## config.mk

```make
export PLATFORM = sky130hd
export DESIGN_NAME = tpst_sampling_timer
export DESIGN_NICKNAME = d
export VERILOG_FILES = /design/src/tpst_pkg.sv /design/src/tpst_down_counter.sv /design/src/tpst_prescaler.sv /design/src/tpst_sampling_timer.sv
export VERILOG_INCLUDE_DIRS = /design/src
export SDC_FILE = /design/constraint.sdc
export NUM_CORES = 1
export LEC_CHECK = 0
export BUFFER_PORTS_ARGS = -buffer_cell sky130_fd_sc_hd__buf_2
export CELL_PAD_IN_SITES_DETAIL_PLACEMENT = 1
export CELL_PAD_IN_SITES_GLOBAL_PLACEMENT = 1
export CORE_MARGIN = 3
export CORE_UTILIZATION = 38
export CTS_CLUSTER_SIZE = 8
export DETAILED_ROUTE_END_ITERATION = 10
export GPL_TIMING_DRIVEN = 0
export PLACE_DENSITY_LB_ADDON = 0.05
export REMOVE_ABC_BUFFERS = 1
export SYNTH_ARGS = -nofsm -noshare
export SYNTH_HDL_FRONTEND = slang
export SYNTH_SLANG_ARGS = --single-unit
```

## constraint.sdc

```tcl
create_clock -name mclk -period 1.97 [get_ports mclk]
set_clock_uncertainty 0.05 [all_clocks]
set_input_delay 0.197 -clock mclk [delete_from_list [all_inputs] [get_ports mclk]]
set_output_delay 0.197 -clock mclk [all_outputs]
set_load 0.05 [all_outputs]
```

## src/tpst_cfg.svh

```systemverilog
`ifndef TPST_CFG_SVH
`define TPST_CFG_SVH

// =============================================================
// Register map (byte addresses, decoded on the low address byte)
`define TPST_ADDR_CTRL      32'h10000030
`define TPST_ADDR_COUNT     32'h10000034
`define TPST_ADDR_RELOAD    32'h01000038
`define TPST_DEC_LSB        0
`define TPST_DEC_MSB        7

// =============================================================
// Control register bit positions
`define TPST_BIT_IRQ_EN     7
`define TPST_BIT_FLAG       6
`define TPST_BIT_MODE       4
`define TPST_BIT_RUN        3
`define TPST_BIT_OE         2
`define TPST_BIT_PS_HI      1
`define TPST_BIT_PS_LO      0

// =============================================================
// Reset values
`define TPST_RST_CTRL       8'h00
`define TPST_RST_COUNT      4'h0
`define TPST_RST_RELOAD     4'h0
`define TPST_RST_BYTE       8'h00
`define TPST_RST_PRESC      10'h000

// =============================================================
// Prescaler tap masks: tick when the low bits of the divider are all ones
`define TPST_MASK_DIV16     10'h00f
`define TPST_MASK_DIV64     10'h03f
`define TPST_MASK_DIV256    10'h0ff
`define TPST_MASK_DIV1024   10'h3ff

// =============================================================
// Counter limits and documented timing
`define TPST_COUNT_ZERO     4'h0
`define TPST_MAX_DELAY_MS   512
`define TPST_SYSCLK_MHZ     32

`endif

```

## src/tpst_pkg.sv

```systemverilog
package tpst_pkg;

    // =============================================================
    // Host bus inputs as sampled on mclk
    typedef struct packed {
        logic        csN;
        logic        rdN;
        logic        weN;
        logic [31:0] addr;
        logic [7:0]  wdata;
    } tpst_bus_t;

    typedef enum logic [1:0] {
        TPST_DIV16   = 2'h0,
        TPST_DIV64   = 2'h1,
        TPST_DIV256  = 2'h2,
        TPST_DIV1024 = 2'h3
    } tpst_presc_t;

    typedef enum logic {
        TPST_MODE_DELAY  = 1'b0,
        TPST_MODE_RELOAD = 1'b1
    } tpst_mode_t;

    // =============================================================
    // Control register layout
    typedef struct packed {
        logic        irqEnable;
        logic        underflowFlag;
        logic        spare;
        tpst_mode_t  mode;
        logic        countRun;
        logic        outputEnable;
        tpst_presc_t prescale;
    } tpst_ctrl_t;

    typedef struct packed {
        logic [9:0] divider;
    } tpst_presc_state_t;

    typedef struct packed {
        logic [3:0] value;
    } tpst_cnt_state_t;

    typedef struct packed {
        tpst_ctrl_t ctrl;
        logic [3:0] reload;
        logic       timerLevel;
        logic       pendingLevel;
        logic       delayArmed;
        logic       mPrev;
        logic       writePrev;
        logic [7:0] readData;
    } tpst_state_t;

endpackage

```

## src/tpst_down_counter.sv

```systemverilog
`timescale 1ns/100ps
`include "tpst_cfg.svh"

module tpst_down_counter
#(
    parameter int WIDTH = 4
)
(
    // Clock and reset
    input  wire logic             mclk,
    input  wire logic             reset,
    // Control
    input  wire logic             load,
    input  wire logic [WIDTH-1:0] loadValue,
    input  wire logic             decrement,
    // Status
    output      logic [WIDTH-1:0] value,
    output      logic             underflow
);

    tpst_pkg::tpst_cnt_state_t state;
    tpst_pkg::tpst_cnt_state_t next_state;

    always_comb
    begin
        next_state = state;
        // A host load never comes with a decrement, so a reload load must not mask the underflow
        underflow  = decrement && (state.value == `TPST_COUNT_ZERO);
        // Load has priority so a reload on the underflow edge is not lost
        if (load)
            next_state.value = loadValue;
        else if (decrement)
            next_state.value = state.value - 4'h1;
        value = state.value;
    end

    always_ff @(posedge mclk or posedge reset)
    begin
        if (reset)
            state.value <= `TPST_RST_COUNT;
        else
            state <= next_state;
    end

endmodule // tpst_down_counter

```

## src/tpst_prescaler.sv

```systemverilog
`timescale 1ns/100ps
`include "tpst_cfg.svh"

module tpst_prescaler
#(
    parameter int WIDTH = 10
)
(
    // Clock and reset
    input  wire logic                 mclk,
    input  wire logic                 reset,
    // Divider selection and output strobe
    input  wire tpst_pkg::tpst_presc_t sel,
    output      logic                 tick
);

    tpst_pkg::tpst_presc_state_t state;
    tpst_pkg::tpst_presc_state_t next_state;
    logic [WIDTH-1:0]            mask;

    always_comb
    begin
        next_state         = state;
        next_state.divider = state.divider + 10'h001;
        unique case (sel)
            tpst_pkg::TPST_DIV16:   mask = `TPST_MASK_DIV16;
            tpst_pkg::TPST_DIV64:   mask = `TPST_MASK_DIV64;
            tpst_pkg::TPST_DIV256:  mask = `TPST_MASK_DIV256;
            tpst_pkg::TPST_DIV1024: mask = `TPST_MASK_DIV1024;
        endcase
        tick = ((state.divider & mask) == mask);
    end

    always_ff @(posedge mclk or posedge reset)
    begin
        if (reset)
            state.divider <= `TPST_RST_PRESC;
        else
            state <= next_state;
    end

endmodule // tpst_prescaler

```

## src/tpst_sampling_timer.sv

```systemverilog
`timescale 1ns/100ps
`include "tpst_cfg.svh"

module tpst_sampling_timer
#(
    parameter int CNT_WIDTH   = 4,
    parameter int PRESC_WIDTH = 10,
    parameter int OTHER_IRQS  = 3
)
(
    // Clock and reset
    input  wire logic                    mclk,
    input  wire logic                    reset,
    // Host register bus
    input  wire tpst_pkg::tpst_bus_t     bus,
    output      logic [7:0]              dataOut,
    output      logic                    dataOe_n,
    // LCD inversion signal and timer output
    input  wire logic                    lcdInvert,
    output      logic                    timerOut,
    // Shared interrupt request
    input  wire logic [OTHER_IRQS-1:0]   otherIrq,
    output      logic                    irqReq_n
);

    tpst_pkg::tpst_state_t state;
    tpst_pkg::tpst_state_t next_state;

    logic                 prescTick;
    logic                 cntLoad;
    logic [CNT_WIDTH-1:0] cntLoadValue;
    logic                 cntDec;
    logic [CNT_WIDTH-1:0] cntValue;
    logic                 underflow;
    logic                 readActive;
    logic                 writeActive;
    logic                 writeStrobe;
    logic                 selCtrl;
    logic                 selCount;
    logic                 selReload;
    logic                 mEdge;

    // =============================================================
    // Prescaler and counter
    tpst_prescaler
    #(
        .WIDTH (PRESC_WIDTH)
    )
    uPrescaler
    (
        .mclk  (mclk),
        .reset (reset),
        .sel   (state.ctrl.prescale),
        .tick  (prescTick)
    );

    tpst_down_counter
    #(
        .WIDTH (CNT_WIDTH)
    )
    uCounter
    (
        .mclk      (mclk),
        .reset     (reset),
        .load      (cntLoad),
        .loadValue (cntLoadValue),
        .decrement (cntDec),
        .value     (cntValue),
        .underflow (underflow)
    );

    // =============================================================
    // Bus decode
    always_comb
    begin
        readActive  = !bus.csN && !bus.rdN;
        writeActive = !bus.csN && !bus.weN;
        writeStrobe = writeActive && !state.writePrev;
        // Only the low address byte is decoded
        selCtrl     = bus.addr[`TPST_DEC_MSB:`TPST_DEC_LSB] == 8'(`TPST_ADDR_CTRL);
        selCount    = bus.addr[`TPST_DEC_MSB:`TPST_DEC_LSB] == 8'(`TPST_ADDR_COUNT);
        selReload   = bus.addr[`TPST_DEC_MSB:`TPST_DEC_LSB] == 8'(`TPST_ADDR_RELOAD);
        mEdge       = lcdInvert != state.mPrev;
    end

    // =============================================================
    // Counter control
    always_comb
    begin
        cntLoad      = 1'b0;
        cntLoadValue = state.reload;
        cntDec       = 1'b0;
        if (writeStrobe && selCount)
        begin
            cntLoad      = 1'b1;
            cntLoadValue = bus.wdata[CNT_WIDTH-1:0];
        end
        else if (state.ctrl.mode == tpst_pkg::TPST_MODE_DELAY)
        begin
            if (mEdge)
                cntLoad = 1'b1;
            else
                cntDec = state.ctrl.countRun && state.delayArmed && prescTick;
        end
        else
        begin
            cntDec = state.ctrl.countRun && prescTick;
            if (cntDec && cntValue == `TPST_COUNT_ZERO)
                cntLoad = 1'b1;
        end
    end

    // =============================================================
    // Register and output state
    always_comb
    begin
        next_state           = state;
        next_state.mPrev     = lcdInvert;
        next_state.writePrev = writeActive;

        if (writeStrobe && selCtrl)
        begin
            next_state.ctrl.irqEnable    = bus.wdata[`TPST_BIT_IRQ_EN];
            next_state.ctrl.mode         = tpst_pkg::tpst_mode_t'(bus.wdata[`TPST_BIT_MODE]);
            next_state.ctrl.countRun     = bus.wdata[`TPST_BIT_RUN];
            next_state.ctrl.outputEnable = bus.wdata[`TPST_BIT_OE];
            next_state.ctrl.prescale     = tpst_pkg::tpst_presc_t'(
                {bus.wdata[`TPST_BIT_PS_HI], bus.wdata[`TPST_BIT_PS_LO]});
            if (!bus.wdata[`TPST_BIT_FLAG])
                next_state.ctrl.underflowFlag = 1'b0;
        end
        if (writeStrobe && selReload)
            next_state.reload = bus.wdata[CNT_WIDTH-1:0];

        // Delay mode: capture new level, release on underflow
        if (state.ctrl.mode == tpst_pkg::TPST_MODE_DELAY && mEdge && !(writeStrobe && selCount))
        begin
            next_state.pendingLevel = lcdInvert;
            next_state.delayArmed   = 1'b1;
        end
        if (underflow)
        begin
            next_state.ctrl.underflowFlag = 1'b1;
            if (state.ctrl.mode == tpst_pkg::TPST_MODE_RELOAD)
                next_state.timerLevel = !state.timerLevel;
            else
            begin
                next_state.timerLevel = state.pendingLevel;
                next_state.delayArmed = 1'b0;
            end
        end

        if (readActive)
        begin
            next_state.readData = `TPST_RST_BYTE;
            if (selCtrl)
                next_state.readData = {state.ctrl.irqEnable, state.ctrl.underflowFlag, 1'b0,
                                       state.ctrl.mode, state.ctrl.countRun,
                                       state.ctrl.outputEnable, state.ctrl.prescale};
            else if (selCount)
                next_state.readData[CNT_WIDTH-1:0] = cntValue;
            else if (selReload)
                next_state.readData[CNT_WIDTH-1:0] = state.reload;
        end
    end

    always_ff @(posedge mclk or posedge reset)
    begin
        if (reset)
        begin
            state.ctrl         <= tpst_pkg::tpst_ctrl_t'(`TPST_RST_CTRL);
            state.reload       <= `TPST_RST_RELOAD;
            state.timerLevel   <= 1'b0;
            state.pendingLevel <= 1'b0;
            state.delayArmed   <= 1'b0;
            state.mPrev        <= 1'b0;
            state.writePrev    <= 1'b0;
            state.readData     <= `TPST_RST_BYTE;
        end
        else
            state <= next_state;
    end

    // =============================================================
    // Outputs
    always_comb
    begin
        dataOut  = state.readData;
        dataOe_n = !readActive;
        timerOut = state.ctrl.outputEnable && state.timerLevel;
        irqReq_n = !((state.ctrl.irqEnable && state.ctrl.underflowFlag) || (|otherIrq));
    end

endmodule // tpst_sampling_timer

```

======== Yosys cells after proc, flatten, opt, wreduce, memory -nomap -nowiden ========
Index checks and enable logic that the tools add are counted.
word-level totals
  bits in registers ....................... 38
  input port bits ......................... 49
  output and inout port bits .............. 11
  word-level logic and storage cells ...... 80
operators by class
  add/subtract/negate cells ............... 2
  equality and inequality tests ........... 9
  multiplexer cells ....................... 22
  bitwise logic cells ..................... 2
  reduce and logical (&&, ||, !) cells .... 30
operator list
  operator                                                               count
  10-bit case mux with 4 select lines                                    1
  4-bit 2-to-1 mux                                                       7
  8-bit by 6-bit equality test with 1-bit output, second input constant  3
  1-bit logical AND                                                      15
  1-bit 2-to-1 mux                                                       14
  10-bit by 1-bit adder with 10-bit output, second input constant        1
  10-bit bitwise AND                                                     1
  10-bit equality test                                                   1
  1-bit zero test                                                        8
  2-bit equality test, second input constant                             2
  4-bit zero test                                                        1
  2-bit nonzero test                                                     2
  4-bit by 1-bit subtractor with 4-bit output, second input constant     1
  3-bit OR reduction                                                     1
  2-bit by 1-bit equality test with 1-bit output, second input constant  1
  2-bit zero test                                                        1
  2-bit by 1-bit != test with 1-bit output, second input constant        1
  2-bit AND reduction                                                    1
  1-bit logical OR                                                       1
  1-bit != test                                                          1
  1-bit inverter                                                         1

======== Depth between registers and ports, before layout ========
  depth after elaboration ................. 11
  mapped depth ............................ 7

======== Hierarchy ========
A second synthesis with hierarchy kept.
second synthesis, totals
  cell total of the unflattened synthesis .. 171
  area, all modules ....................... 1861.8 um^2
by module, submodules not included
  module               instances  cells each  area an instance (um^2)  sequential area each (um^2)
  tpst_sampling_timer  1          110         1194.9                   575.6
  tpst_prescaler       1          36          422.9                    250.2
  tpst_down_counter    1          25          244.0                    100.1

======== Least setup slack after synthesis ========
No wires, ideal clock.
  kind .................................... reg-to-output
  start ................................... register state[24] in the netlist's numbering
  end ..................................... output port irqReq_n
  arrival ................................. 2.853 ns
  setup slack ............................. -1.130 ns
  stages on the path, launching flop included .. 2
  buffers on the path ..................... 0
  cell sequence ........................... dfrtp_1 a2111oi_0
between the ends
  cells in the longest elaborated chain, start to end .. 3
RTL lines
  element                   RTL line                    RTL
  start: declaration        tpst_sampling_timer.sv:26   tpst_pkg::tpst_state_t state;
  start signal: assignment  tpst_sampling_timer.sv:181  state <= next_state;
  1-bit logical AND         tpst_sampling_timer.sv:191  irqReq_n = !((state.ctrl.irqEnable && state.ctrl.underflowFlag) || (|otherIrq));
  1-bit logical OR          tpst_sampling_timer.sv:191
  1-bit zero test           tpst_sampling_timer.sv:191
  end: declaration          tpst_sampling_timer.sv:23   output logic irqReq_n
No other way between the ends.

======== Worst setup path in the final report ========
  start ................................... register uPrescaler.state[0] in the netlist's numbering
  end ..................................... register, netlist name uCounter.value[2]
between the ends
  cells in the longest elaborated chain, start to end .. 8
RTL lines
  element                                                 RTL line                    RTL
  start: declaration                                      tpst_prescaler.sv:17        tpst_pkg::tpst_presc_state_t state;
  start signal: assignment                                tpst_prescaler.sv:39        state <= next_state;
  10-bit bitwise AND (*)                                  tpst_prescaler.sv:31        tick = ((state.divider & mask) == mask);
  10-bit equality test (*)                                tpst_prescaler.sv:31
  1-bit logical AND                                       tpst_sampling_timer.sv:107  cntDec = state.ctrl.countRun && prescTick;
  1-bit logical AND (no source line)                      -
  1-bit 2-to-1 mux                                        tpst_sampling_timer.sv:108  if (cntDec && cntValue == `TPST_COUNT_ZERO)
  1-bit 2-to-1 mux                                        tpst_sampling_timer.sv:98   else if (state.ctrl.mode == tpst_pkg::TPST_MODE_DELAY)
  1-bit 2-to-1 mux                                        tpst_sampling_timer.sv:93   if (writeStrobe && selCount)
  4-bit 2-to-1 mux or 2-bit nonzero test (tied branches)  -
Every way passes the cells marked *; elsewhere a longest branch is shown, timed or not.
A chain may end at the register's enable or synchronous reset.

==> run metrics <==
I/O Buffers 33; antenna diode count 0; #FFs+latches synth 37; final wirelength 4160 µm; sw frac 24.0%; residual DRC count 0; Reg clk slew, reported paths 0.08 ns; DP Area 2020 µm²; Post-Syn Area 1840 µm²; total track usage 16.3%; row count 24; Worst Hold Class input pin to register; PwrDens 726 nW/µm²; post-route antenna net violation count 0; Worst slew margin 51.4%; hold violation count in the final report 0; crit path capture type register; crit path from uPrescaler.state[0]; Register Area 926 µm²; routed len/inst 16.2 µm; vias 1361; DRT iter0 DRCs 21; Int Power 1210 µW; clock sink count 37; leakage 0.00109 µW; Initial Util 40.8%; MaxCap Viol Count 0; Startpoint Class register; routability congestion estimate 0.730; Syn-to-layout area delta 19.9%; Filler cells 504; proportion of layout cells with a drive suffix above 1 31.2%; logic gate share of total power 9.2%; count of cell types in the netlist 38; Seq pwr share 49.6%; CTS Buffer Depth 2; final worst-path cycle share 94.9%; ys async rst share 100%; net switching power 384 µW; chip width 75.5 µm; Worst Path Class, Setup register to register; worst r2r src uPrescaler.state[0]; setup violators final 0; Pre-antenna DRT Iters 4; Data arrival, critical path 2.02 ns; initial antenna violation count 0; WP data required 2.12 ns; EDFF count, synth 0; status complete, no violations; Num CTS Buffers 5; Die ar. 5700 µm²; depth of the CTS H-tree 2; ys flop type dfrtp_1; vias per cell 5.30; TNS Setup 0 ns; Slew Viols, Final 0; HP Start lcdInvert; Avg Inst Size Synth 10.7 µm²; Worst Tran Pin Value 0.728 ns; f_max 535 MHz; RSZ-0062 raised after global routing no; Seq/Total Area, Yosys 50.4%; number of global-route vias before repair 1450; grt ovf 0; design area 2200 µm²; worst-skew pair later-pin latency 0.29 ns; clock share of power 41.1%; Vert. Die Dim 75.5 µm; VDD IR max 0.447 mV; Post-layout nets 256; largest net degree at the start of global routing 23; Hold Slack 0.0212 ns; CTS root buffer clkbuf_8; I/O Pins 60; synth warn 0; worst-path maximum fanout 4; CORE AREA 4500 µm²; Synth Instances 172; global-route wire length before repair 6870 µm; TritonCTS clock tree built; footprint of the multi-input gates 856 µm²; shortest period the worst path allows 1.87 ns; HPWL after DPL 3350 µm
## cells by family after synthesis
| family | synth area share (%) |
|---|---|
| flops | 50.4 |
| simple gates | 13.4 |
| fa+ha+maj | 2.04 |
| other cells | 0.204 |
| mux | 13.3 |
| xor+xnor | 4.77 |
| compound gates | 10.1 |
| buf+inv | 5.72 |
## power groups by stage
stage | clock (µW) | sequential (µW) | combinational (µW)
floorplan | 0 | 802 | 83.9
global placement | 0 | 807 | 131
detailed placement | 0 | 807 | 144
CTS | 679 | 793 | 148
global route | 714 | 797 | 165
finish | 658 | 794 | 147
## through the flow
stage               util (%)  power, µW  cells  setup WS, ns
global placement        44.2        938    246        0.0324
detailed placement      44.8        952    247        -0.125
finish                  48.9       1600    257         0.100
floorplan                  -        886    161         -1.13
global route            48.9       1680    257       0.00222
CTS                     48.3       1620    257        0.0201
## cell usage after synthesis (all sizes together) (3+ instances only)
cell	instances	area, µm²
a21oi	9	52.6
and3	3	18.8
buf	10	70.1
dfrtp	37	926
ha	3	37.5
inv	7	26.3
mux2	11	124
mux2i	12	120
nand2	16	60.1
nand3	6	35.0
nor2	13	48.8
nor2b	3	18.8
o21ai	11	58.8
xnor2	3	26.3
xor2	7	61.3
## worst paths after layout
check / endpoint / slack (ns) / depth (start not counted)
setup / recovery: uCounter.value[2] / 0.10 / 6
hold / removal: state[9] / 0.02 / 1
setup reg to reg: uCounter.value[2] / 0.10 / 6
hold reg to reg: state[11] / 0.42 / 1
max in group asynchronous: state[16] / 0.80 / 4
min in group asynchronous: dataOut[4] / 0.52 / 3
## repair_timing
item                                   in CTS  in global routing
cloned                                      0                  0
setup endpoints to repair                   3                  3
buffers inserted                            1                  0
resized for setup                           4                  5
hold buffers                                1                  0
pin swaps                                   1                  1
endpoints found under the hold margin      15                  0
## placed cells by master, fill, tap and decap left out, types with 2 or more instances in the layout
master | synthesis | final
nor2_1 | 13 | 13
inv_1 | 7 | 7
nor2b_1 | 3 | 3
nand2_1 | 16 | 16
buf_2 | 2 | 33
mux2i_1 | 12 | 12
xnor2_1 | 3 | 3
dfrtp_1 | 37 | 37
xor2_1 | 7 | 7
a21oi_1 | 7 | 7
o31ai_1 | 2 | 2
o21ai_0 | 9 | 9
nand3_1 | 5 | 4
mux2_2 | 11 | 11
and3_1 | 3 | 3
clkbuf_8 | 0 | 5
ha_1 | 3 | 2
## registers in the layout, indices dropped and copies added (netlist names)
register / count
state: 16
uPrescaler.state: 10
dataOut: 7
uCounter.value: 4
## worst max-delay path, stage by stage, from the launching register on
cell     delay, ns
dfrtp_1       0.41
ha_4          0.17
nand3_4       0.11
a21oi_4       0.17
nand3_2       0.13
or4_4         0.54
a32oi_2       0.20
## layer usage
| metal | vias to the layer above | part of all wire (%) | track usage (%) |
|---|---|---|---|
| met5 | - | 0 | 0 |
| met4 | 0 | 1.2 | 5.63 |
| met3 | 4 | 3.9 | 4.35 |
| met2 | 22 | 53 | 29.1 |
| met1 | 677 | 42 | 18.8 |
| li1 | 658 | - | - |
## final cells by class
cell class	count	share of cell area [%]
Sequential cell	37	42.0
Inverter	8	1.36
Clock buffer	5	3.13
Tap cell	52	2.95
Clock inverter	3	2.10
Multi-Input combinational cell	116	38.9
Timing Repair Buffer	36	9.55
Note: power is estimated with default switching activity, not from simulation.
